<file path="src/shift_move_pkg.sv">
/*
 * constants for the shift / move / indirect-load execution block.
 * assumes a single core clock; instructions arrive already decoded.
 */
package shift_move_pkg;
    // ==========================================================
    // operation codes
    typedef enum logic [2:0] {
        op_none,
        logical_right_shift_op,
        file_move_op,
        indirect_load_op,
        bank_literal_load_op
    } exec_op_e;

    // ==========================================================
    // widths and field values
    localparam int DATA_W = 8;
    localparam int PTR_W = 16;
    localparam int BANK_W = 5;
    localparam int OFS_W = 6;
    localparam logic [1:0] MODE_PRE_INC = 2'h0;
    localparam logic [1:0] MODE_PRE_DEC = 2'h1;
    localparam logic [1:0] MODE_POST_INC = 2'h2;
    localparam logic [1:0] MODE_POST_DEC = 2'h3;
    localparam logic [15:0] PTR_RESET = 16'h0000;
    localparam logic [7:0] ACC_RESET = 8'h00;
    localparam logic [4:0] BANK_RESET = 5'h00;
endpackage

</file>
<file path="src/shift_move_indirect_exec.sv">
/*
 * execution of right shift, file move, indirect load and bank literal
 * load. assumes the core presents one decoded instruction per cycle,
 * reads the file operand for it and accepts a file write-back strobe;
 * indirect data is read combinationally from data memory.
 */
`timescale 1ns/1ps
module shift_move_indirect_exec
(
    input wire logic ref_clk,
    input wire logic reset,
    input wire logic instr_valid,
    input wire shift_move_pkg::exec_op_e instr_op,
    input wire logic dest_sel,
    input wire logic [shift_move_pkg::DATA_W-1:0] file_data,
    input wire logic pointer_sel,
    input wire logic [1:0] pointer_update_mode,
    input wire logic relative_form,
    input wire logic [shift_move_pkg::OFS_W-1:0] rel_offset,
    input wire logic [shift_move_pkg::BANK_W-1:0] bank_literal,
    input wire logic [shift_move_pkg::DATA_W-1:0] mem_rdata,
    output logic [shift_move_pkg::PTR_W-1:0] mem_addr,
    output logic [shift_move_pkg::DATA_W-1:0] file_wdata,
    output logic file_we,
    output logic [shift_move_pkg::DATA_W-1:0] acc,
    output logic zero_flag,
    output logic carry_flag,
    output logic [shift_move_pkg::BANK_W-1:0] bank_select_register,
    output logic [shift_move_pkg::PTR_W-1:0] file_select_pointer0,
    output logic [shift_move_pkg::PTR_W-1:0] file_select_pointer1
);
    import shift_move_pkg::*;

    // ==========================================================
    // state
    logic [DATA_W-1:0] acc_q, acc_d;
    logic zero_q, zero_d;
    logic carry_q, carry_d;
    logic [BANK_W-1:0] bank_q, bank_d;
    logic [PTR_W-1:0] ptr_q [2];
    logic [PTR_W-1:0] ptr_d [2];
    logic [DATA_W-1:0] fwd_q, fwd_d;
    logic fwe_q, fwe_d;
    logic [PTR_W-1:0] cur_ptr;
    logic [PTR_W-1:0] eff_addr;
    logic [PTR_W-1:0] ptr_next;
    logic [DATA_W-1:0] result;

    function automatic logic is_zero(input logic [DATA_W-1:0] v);
        return v == '0;
    endfunction

    // ==========================================================
    // pointer arithmetic
    assign cur_ptr = ptr_q[pointer_sel];

    pointer_step #(.PW(PTR_W)) u_step
    (
        .ptr(cur_ptr),
        .pointer_update_mode(pointer_update_mode),
        .relative_form(relative_form),
        .offset(rel_offset),
        .eff_addr(eff_addr),
        .ptr_next(ptr_next)
    );

    // indirect location has no storage; address goes straight to memory
    assign mem_addr = eff_addr;

    // ==========================================================
    // next-state computation
    always_comb
    begin
        acc_d = acc_q;
        zero_d = zero_q;
        carry_d = carry_q;
        bank_d = bank_q;
        ptr_d = ptr_q;
        fwd_d = fwd_q;
        fwe_d = 1'b0;
        result = '0;
        if (instr_valid)
        begin
            unique case (instr_op)
                logical_right_shift_op:
                begin
                    result = {1'b0, file_data[7:1]};
                    carry_d = file_data[0];
                    zero_d = is_zero(result);
                    if (dest_sel)
                    begin
                        fwd_d = result;
                        fwe_d = 1'b1;
                    end
                    else
                    begin
                        acc_d = result;
                    end
                end
                file_move_op:
                begin
                    result = file_data;
                    zero_d = is_zero(result);
                    if (dest_sel)
                    begin
                        fwd_d = result;
                        fwe_d = 1'b1;
                    end
                    else
                    begin
                        acc_d = result;
                    end
                end
                indirect_load_op:
                begin
                    acc_d = mem_rdata;
                    zero_d = is_zero(mem_rdata);
                    // carry deliberately untouched by stepping
                    ptr_d[pointer_sel] = ptr_next;
                end
                bank_literal_load_op:
                begin
                    bank_d = bank_literal;
                end
                default:
                begin
                end
            endcase
        end
    end

    // registers
    always_ff @(posedge ref_clk)
    begin
        if (reset)
        begin
            acc_q <= ACC_RESET;
            zero_q <= 1'b0;
            carry_q <= 1'b0;
            bank_q <= BANK_RESET;
            ptr_q[0] <= PTR_RESET;
            ptr_q[1] <= PTR_RESET;
            fwd_q <= ACC_RESET;
            fwe_q <= 1'b0;
        end
        else
        begin
            acc_q <= acc_d;
            zero_q <= zero_d;
            carry_q <= carry_d;
            bank_q <= bank_d;
            ptr_q <= ptr_d;
            fwd_q <= fwd_d;
            fwe_q <= fwe_d;
        end
    end

    // ==========================================================
    // outputs, all registered except mem_addr
    assign acc = acc_q;
    assign zero_flag = zero_q;
    assign carry_flag = carry_q;
    assign bank_select_register = bank_q;
    assign file_select_pointer0 = ptr_q[0];
    assign file_select_pointer1 = ptr_q[1];
    assign file_wdata = fwd_q;
    assign file_we = fwe_q;

    // ==========================================================
    // checks
    a_shift_result: assert property (@(posedge ref_clk) disable iff (reset)
        instr_valid && instr_op == logical_right_shift_op
        |=> carry_flag == $past(file_data[0]) && (file_we ? file_wdata : acc) == ($past(file_data) >> 1))
        else $error("right shift result wrong");
    a_shift_dest: assert property (@(posedge ref_clk) disable iff (reset)
        instr_valid && instr_op == logical_right_shift_op |=> file_we == $past(dest_sel))
        else $error("shift destination wrong");
    a_shift_zero: assert property (@(posedge ref_clk) disable iff (reset)
        instr_valid && instr_op == logical_right_shift_op |=> zero_flag == ($past(file_data[7:1]) == 7'h00))
        else $error("shift zero flag wrong");
    a_move_dest: assert property (@(posedge ref_clk) disable iff (reset)
        instr_valid && instr_op == file_move_op && !dest_sel |=> acc == $past(file_data) && !file_we)
        else $error("move to accumulator wrong");
    a_move_zero: assert property (@(posedge ref_clk) disable iff (reset)
        instr_valid && instr_op == file_move_op |=> zero_flag == ($past(file_data) == 8'h00))
        else $error("move zero flag wrong");
    a_preinc_addr: assert property (@(posedge ref_clk) disable iff (reset)
        instr_valid && instr_op == indirect_load_op && !relative_form && pointer_update_mode == MODE_PRE_INC
        |-> mem_addr == cur_ptr + 16'h0001)
        else $error("preincrement address wrong");
    a_rel_keep: assert property (@(posedge ref_clk) disable iff (reset)
        instr_valid && instr_op == indirect_load_op && relative_form
        |-> mem_addr == cur_ptr + {{10{rel_offset[5]}}, rel_offset} ##1 $stable(file_select_pointer0)
        && $stable(file_select_pointer1))
        else $error("relative form wrong");
    a_post_dec: assert property (@(posedge ref_clk) disable iff (reset)
        instr_valid && instr_op == indirect_load_op && !relative_form && pointer_update_mode == MODE_POST_DEC
        && !pointer_sel |-> mem_addr == file_select_pointer0 ##1 file_select_pointer0 == $past(mem_addr) - 16'h0001)
        else $error("postdecrement wrong");
    a_load_acc: assert property (@(posedge ref_clk) disable iff (reset)
        instr_valid && instr_op == indirect_load_op |=> acc == $past(mem_rdata)
        && zero_flag == ($past(mem_rdata) == 8'h00))
        else $error("indirect load wrong");
    a_bank_flags: assert property (@(posedge ref_clk) disable iff (reset)
        instr_valid && instr_op == bank_literal_load_op
        |=> bank_select_register == $past(bank_literal) && $stable(zero_flag) && $stable(carry_flag))
        else $error("bank load wrong");
    a_step_carry: assert property (@(posedge ref_clk) disable iff (reset)
        instr_valid && instr_op == indirect_load_op |=> $stable(carry_flag))
        else $error("pointer step touched carry");
    c_shift_wb: cover property (@(posedge ref_clk) instr_valid && instr_op == logical_right_shift_op && dest_sel);
    c_self_move: cover property (@(posedge ref_clk) instr_valid && instr_op == file_move_op && dest_sel);
    c_wrap: cover property (@(posedge ref_clk) instr_valid && instr_op == indirect_load_op
        && cur_ptr == 16'hffff && !relative_form
        && (pointer_update_mode == MODE_PRE_INC || pointer_update_mode == MODE_POST_INC));
    c_bank: cover property (@(posedge ref_clk) instr_valid && instr_op == bank_literal_load_op);
endmodule

</file>
<file path="src/pointer_step.sv">
/*
 * pointer arithmetic for the indirect load: effective address and
 * pointer write-back value. purely combinational.
 * assumes the caller holds the pointer and registers the write-back value, not the address.
 */
`timescale 1ns/1ps
module pointer_step
    import shift_move_pkg::*;
#(
    parameter int PW = PTR_W
)
(
    input wire logic [PW-1:0] ptr,
    input wire logic [1:0] pointer_update_mode,
    input wire logic relative_form,
    input wire logic [OFS_W-1:0] offset,
    output logic [PW-1:0] eff_addr,
    output logic [PW-1:0] ptr_next
);
    import shift_move_pkg::*;

    // elaboration-time guard: the signed offset must fit inside the pointer
    if (PW < OFS_W)
    begin : g_bad_width
        $error("pointer narrower than offset");
    end

    logic [PW-1:0] plus_one;
    logic [PW-1:0] minus_one;
    logic [PW-1:0] ofs_ext;

    // ==========================================================
    // arithmetic wraps naturally modulo the pointer range
    assign plus_one = ptr + PW'(1);
    assign minus_one = ptr - PW'(1);
    assign ofs_ext = PW'(signed'(offset));

    // address and write-back select
    always_comb
    begin
        eff_addr = ptr;
        ptr_next = ptr;
        if (relative_form)
        begin
            eff_addr = ptr + ofs_ext;
        end
        else
        begin
            unique case (pointer_update_mode)
                MODE_PRE_INC:
                begin
                    eff_addr = plus_one;
                    ptr_next = plus_one;
                end
                MODE_PRE_DEC:
                begin
                    eff_addr = minus_one;
                    ptr_next = minus_one;
                end
                MODE_POST_INC:
                begin
                    ptr_next = plus_one;
                end
                MODE_POST_DEC:
                begin
                    ptr_next = minus_one;
                end
            endcase
        end
    end
endmodule

</file>
<file path="config.mk">
export PLATFORM = sky130hd
export DESIGN_NAME = shift_move_indirect_exec
export DESIGN_NICKNAME = d
export VERILOG_FILES = /design/src/shift_move_pkg.sv /design/src/shift_move_indirect_exec.sv /design/src/pointer_step.sv
export SDC_FILE = /design/constraint.sdc
export NUM_CORES = 1
export LEC_CHECK = 0
export BUFFER_PORTS_ARGS = -buffer_cell sky130_fd_sc_hd__buf_2
export CAP_MARGIN = 25
export CELL_PAD_IN_SITES_DETAIL_PLACEMENT = 0
export CELL_PAD_IN_SITES_GLOBAL_PLACEMENT = 2
export CORE_MARGIN = 2
export CORE_UTILIZATION = 34
export CTS_BUF_LIST = sky130_fd_sc_hd__clkbuf_8
export CTS_CLUSTER_SIZE = 30
export DETAILED_ROUTE_END_ITERATION = 10
export PLACE_DENSITY = 0.9
export REMOVE_ABC_BUFFERS = 1
export SLEW_MARGIN = 25
export SYNTH_ARGS = -nofsm -noshare
export SYNTH_HDL_FRONTEND = slang
export SYNTH_SLANG_ARGS = --single-unit
</file>
<file path="constraint.sdc">
create_clock -name ref_clk -period 7.1 [get_ports ref_clk]
set_input_delay 1.065 -clock ref_clk [delete_from_list [all_inputs] [get_ports ref_clk]]
set_output_delay 1.065 -clock ref_clk [all_outputs]
set_load 0.1 [all_outputs]
</file>
==> results of run 1 <==
==> routing by layer <==
metal / vias up / global-route usage / part of all wire
met1: 2248 / 0.243 / 0.46
met2: 125 / 0.330 / 0.47
met4: 0 / 0.0417 / 0.011
met5: - / 0 / 0
li1: 2405 / - / -
met3: 10 / 0.0390 / 0.059
==> cell families after synthesis <==
family / share of synthesized area
flip-flops: 0.236
multiplexers: 0.0841
AO/OA/AOI/OAI: 0.234
AND/OR/NAND/NOR: 0.286
buffers and inverters: 0.0536
XOR/XNOR: 0.0552
adder cells (fa/ha/maj): 0.0510
==> registers in the layout (all words and copies together) (netlist names) <==
signal / cells
zero_flag: 1
file_we: 1
file_select_pointer1: 16
acc: 8
bank_select_register: 5
carry_flag: 1
file_wdata: 8
file_select_pointer0: 16
==> metrics by stage <==
| stage | power (uW) | util | hold WS (ps) | worst slack (ps) |
|---|---|---|---|---|
| floorplan | 502 | - | 928 | 910 |
| global placement | 567 | 0.391 | 460 | 1290 |
| detailed placement | 568 | 0.391 | 470 | 1190 |
| CTS | 818 | 0.400 | 495 | 1190 |
| global route | 847 | 0.400 | 518 | 756 |
| finish | 808 | 0.400 | 489 | 1220 |
==> worst min-delay path by stage <==
stage | from | endpoint | slack (ps)
CTS | file_wdata[3] | file_wdata[3] | 490
floorplan | file_select_pointer1[2] | file_select_pointer1[2] | 930
global placement | acc[0] | acc[0] | 460
detailed placement | file_wdata[3] | file_wdata[3] | 470
global route | file_wdata[3] | file_wdata[3] | 520
finish | file_wdata[3] | file_wdata[3] | 490
==> cell type report <==
cell class	instances	area, um2
Inverter	20	75.1
Clock buffer	5	68.8
Fill cell	1472	8260
Sequential cell	56	1120
Timing Repair Buffer	113	576
Clock inverter	2	60.1
Tap cell	180	225
Multi-Input combinational cell	500	3380
==> critical path, cell delays in order <==
cell	delay [ps]
buf_2	660
mux2i_1	530
inv_1	140
ha_1	300
a21oi_1	90
o211a_1	290
or3b_1	440
a32o_1	280
or4b_1	460
nand3_1	80
buf_2	420
==> power by group through the flow <==
stage	sequential, uW	combinational, uW	clock, uW
after CTS	323	239	256
after global placement	330	237	0
final	323	239	247
after global routing	324	257	267
after detailed placement	330	238	0
after floorplan	364	138	0
==> placed cells by master, fill, tap and decap left out, types with 5 or more instances in the layout <==
master	instances
buf_2	109
nor2_1	81
a21oi_1	65
dfxtp_1	56
nand2_1	41
mux2i_1	30
o21ai_0	29
nor3_1	29
xnor2_1	25
ha_1	17
inv_1	16
nor4_1	11
nand3b_1	11
a211o_1	10
nor3b_1	10
nand2b_1	8
a21o_1	7
o31ai_1	7
and3_1	6
or4_1	6
nand3_1	5
xor2_1	5
clkbuf_8	5
==> impl_metrics.csv, run 1 <==
group,metric,value,unit
yosys,ys_seq_elements,56,
timing,fmax,0.170,GHz
yosys,synth_cell_types,83,
timing,worst_pin_slew,970,ps
yosys,ys_top_cells_by_area,"dfxtp_1, a21oi_1, nor2_1, mux2i_1, xnor2_1",
outcome,outcome,"finished, final reports clean",
yosys,synth_cells,613,
clocking,cts.clk_slew.worst_paths,90,ps
layout,finalNetCount,752,
route,drt_iter0_markers,209,
yosys,synth_top_cell_by_area,"dfxtp_1",
worst_hold_path,hold_class,"reg2reg",
die,dieArea,15000,um2
pwr,power_frac_comb,0.295,
grt,grt_pass1_wl,23200,um
yosys,yosysWarnings,0,
route,detail-route-antenna-nets,0,
clocking,numCtsBuffers,5,
clocking,cts.sinks,56,
clocking,cts_resized,0,
clocking,clk_latency,320,ps
timing,slew_headroom,0.353,
yosys,synthArstFlopShare,0,
route,drt-total-wl,14100,um
timing,setup_viol,0,
pwr,p_per_area,147,nW/um2
setup_path,r2r_end,"file_select_pointer1[14]",
layout,antennaDiodeCount,0,
pwr,p_int,518,uW
yosys,yosysTopAreaCellShare,0.236,
grt,grt_max_degree,80,
clocking,root_buffer,"clkbuf_8",
pwr,power_frac_seq,0.399,
worst_hold_path,hold_path_depth,2,
placement,portBuffers,109,
yosys,synth.most_common_cell,"nor2_1",
setup_path,arrival,4810,ps
layout,drive_above_1_share,0.230,
layout,area_growth,15.7,%
yosys,yosysSeqAreaShare,0.236,
timing,period_share,0.828,
setup_path,crit_path_start_kind,"primary input",
clocking,clockBufferDepth,2,
clocking,cts_max_level,2,
setup_path,crit_type,"in2out",
grt,grt.total_usage,0.191,
layout,instances_no_fill,876,
pwr,pwr-share-clk,0.305,
grt,first_global_vias,4623,
route,drc_errors,0,
pwr,p_sw,290,uW
yosys,ys.flop_type,"dfxtp_1",
yosys,synth_edf_count,0,
yosys,avgSynthCellArea,7.76,um2
job,maxCapViolations,0,
setup_path,r2r_slack,4310,ps
setup_path,reg2reg_depth,7,
layout,post-route-cell-area,5510,um2
placement,place_area,5380,um2
clocking,cts_hold_buf,0,
timing,rsz0062_at_grt,"false",
die,io_pins,110,
route,first_pass_iters,4,
pwr,p_leak,0.00251,uW
die,core,13800,um2
timing,layout_min_cycle_time,5880,ps
timing,slew_violations,0,
pwr,swShare,0.359,
timing,skew,1.56,ps
setup_path,cp_max_fo,40,
placement,gp_congestion,0.878,
pwr,vdd_drop_max,0.000121,V
timing,hold_viol,0,
route,via_count,4788,
die,start_util,0.346,
yosys,ys_top_cells_by_count,"nor2_1, a21oi_1, dfxtp_1, nand2_1, mux2i_1",
timing,finalSetupTns,0,ps
placement,hpwl,10800,um
setup_path,critPathRequiredTime,6030,ps
grt,grt_remaining_overflow,0,
setup_path,endpoint,"mem_addr[15]",
grt,antenna_found_initial,0,
die,die_h,122,um
route,via_per_inst,5.47,
setup_path,timing.rr.start,"file_select_pointer1[1]",
placement,placed_cells,869,
clocking,post-cts-setup-buffers,0,
setup_path,critPathLaunch,"pointer_sel",
route,wl_per_cell,16.1,um
setup_path,end_kind,"primary output",
yosys,netlist_area,4760,um2
die,rows,43,
clocking,cts_tree,"yes",
die,die_w,122,um
Power figures use the tool's default switching activity.
==> run 2: changes to the inputs <==
--- a/config.mk
+++ b/config.mk
@@ -10,11 +10,11 @@
 export CELL_PAD_IN_SITES_DETAIL_PLACEMENT = 0
 export CELL_PAD_IN_SITES_GLOBAL_PLACEMENT = 2
 export CORE_MARGIN = 2
-export CORE_UTILIZATION = 34
+export CORE_UTILIZATION = 29
 export CTS_BUF_LIST = sky130_fd_sc_hd__clkbuf_8
 export CTS_CLUSTER_SIZE = 30
 export DETAILED_ROUTE_END_ITERATION = 10
-export PLACE_DENSITY = 0.9
+export PLACE_DENSITY = 0.82
 export REMOVE_ABC_BUFFERS = 1
 export SLEW_MARGIN = 25
 export SYNTH_ARGS = -nofsm -noshare
==> constraint.sdc (replaced) <==
create_clock -name ref_clk -period 5.1 [get_ports ref_clk]
set_input_delay 0.765 -clock ref_clk [delete_from_list [all_inputs] [get_ports ref_clk]]
set_output_delay 0.765 -clock ref_clk [all_outputs]
set_load 0.1 [all_outputs]
==> run 2 against run 1 <==
  * Combinational power rose by 47%
  * Via count rose by 2.1%
  * Wire length grew 6.6%
  * Sequential share of layout area decreased by 0.70 points
  * Sequential cell count did not move
  * Die area is 17% higher
  * Clock-buffer cell count unchanged
  * First-iteration DRC count fell by 6.2%
  * Critical endpoint is now mem_addr[11]
  * Largest cell class unchanged
  * Highest routed layer unchanged
==> impl_metrics.csv, run 2 (synthesis results as in run 1) <==
group,metric,value,unit
outcome,outcome,"finished, final reports clean",
timing,period_share,0.969,
clocking,cts_max_level,2,
setup_path,slowest_delay,540,ps
timing,finalSetupTns,0,ps
die,die_h,132,um
clocking,clockBufferDepth,2,
route,drt_iter0_markers,196,
clocking,cts_tree,"yes",
grt,use_met1,0.217,
setup_path,arrival,4180,ps
pwr,p_per_area,201,nW/um2
setup_path,crit_path_start_kind,"primary input",
job,maxCapViolations,0,
timing,worst_pin_slew,928,ps
grt,grt_pass1_wl,24600,um
grt,first_global_vias,4773,
timing,setup_viol,0,
route,via_count,4890,
grt,grt_max_degree,80,
route,detail-route-antenna-nets,0,
clocking,cts.sinks,56,
grt,grt.busiest_layer,"met2",
placement,gp_congestion,0.938,
route,drc_errors,0,
setup_path,end_kind,"primary output",
grt,grt_remaining_overflow,0,
clocking,cts_hold_buf,0,
setup_path,critPathRequiredTime,4340,ps
timing,skew,17.3,ps
placement,place_area,5580,um2
layout,drive_above_1_share,0.239,
clocking,clk_latency,320,ps
layout,area_growth,19.8,%
layout,antennaDiodeCount,0,
setup_path,crit_type,"in2out",
die,rows,46,
setup_path,cp_max_fo,27,
grt,grt.total_usage,0.169,
layout,layout_common_cells,"buf_2, nor2_1, a21oi_1",
layout,final_common_cell,"buf_2",
clocking,cts_resized,0,
timing,slew_headroom,0.381,
route,first_pass_iters,4,
layout,fin_util,0.358,
die,start_util,0.299,
timing,fmax,0.202,GHz
die,die_w,132,um
grt,grt_use_met2,0.286,
clocking,post-cts-setup-buffers,0,
route,drt-total-wl,15000,um
timing,slew_violations,0,
layout,finalNetCount,760,
clocking,cts.clk_slew.worst_paths,120,ps
setup_path,cp_cell_sequence,"buf_2 -> mux2i_1 -> inv_1 -> ha_1 -> or4_1 -> o211ai_1 -> nor2_1 -> a211o_1 -> xnor2_1 -> a221oi_1 -> buf_12",
pwr,vdd_drop_max,0.000167,V
setup_path,crit_buf_inv,3,
placement,hpwl,11400,um
route,wl_per_cell,16.3,um
layout,post-route-cell-area,5700,um2
die,core,15900,um2
setup_path,timing.rr.start,"file_select_pointer0[0]",
die,io_pins,110,
pwr,p_leak,0.00257,uW
setup_path,cp_slowest_cell,"buf_2",
timing,layout_min_cycle_time,4940,ps
grt,antenna_found_initial,0,
timing,rsz0062_at_grt,"false",
worst_hold_path,hp-start,"file_select_pointer1[15]",
setup_path,critPathLaunch,"pointer_sel",
die,dieArea,17500,um2
clocking,root_buffer,"clkbuf_8",
timing,hold_viol,0,
route,via_per_inst,5.32,
grt,grt_use_met3,0.0392,
setup_path,critPathTopFamily,"compound AO/OA/AOI/OAI gates",
worst_hold_path,hold_class,"reg2reg",
placement,portBuffers,109,
clocking,numCtsBuffers,5,
[run 2: changes by cell type in the layout (fill, tap and decap cells not counted)]
cell and delta:
buf_4 +8, buf_12 +6, buf_2 -6
[run 2: layout make-up]
type / instances / area (um2)
Multi-Input combinational cell: 500 / 3380
Tap cell: 216 / 270
Sequential cell: 56 / 1120
Clock buffer: 5 / 68.8
Fill cell: 1704 / 10200
Timing Repair Buffer: 121 / 726
Inverter: 20 / 75.1
Clock inverter: 2 / 60.1
[run 2: path summary, 6_finish.rpt]
path	depth (start not counted)	end	slack [ps]
worst max-delay path	11	mem_addr[11]	160
worst min-delay path	2	file_select_pointer1[15]	500
worst max register to register	8	file_select_pointer1[14]	2440
worst min register to register	2	file_select_pointer1[15]	500
[run 2: routing by layer]
layer / wire (um) / share of wire
met3: 960 / 0.064
met4: 165 / 0.011
met2: 6900 / 0.46
met1: 7000 / 0.47
met5: 0 / 0
[run 2: power breakdown]
group	switching (uW)	internal, uW	total, uW	leakage, uW
sequential	5.80	444	450	0.000452
combinational	253	97.6	351	0.00206
clock	155	194	349	0.0000642
[run 2: metrics by stage]
step | hold slack (ps) | worst slack [ps] | total power, uW | cells
after detailed placement | 476 | 144 | 810 | 913
after global routing | 540 | 21.7 | 1200 | 920
final | 499 | 159 | 1150 | 920
after floorplan | 834 | -781 | 698 | 576
after CTS | 504 | 142 | 1160 | 920
after global placement | 461 | 226 | 808 | 913
[run 2: worst register-to-register path, cell delays in order, from the launching register on]
cell,delay [ps]
dfxtp_1,500
mux2i_4,140
inv_1,120
ha_1,200
nor2b_1,240
o21ai_1,200
or4_1,600
a21o_1,270
a211o_1,270
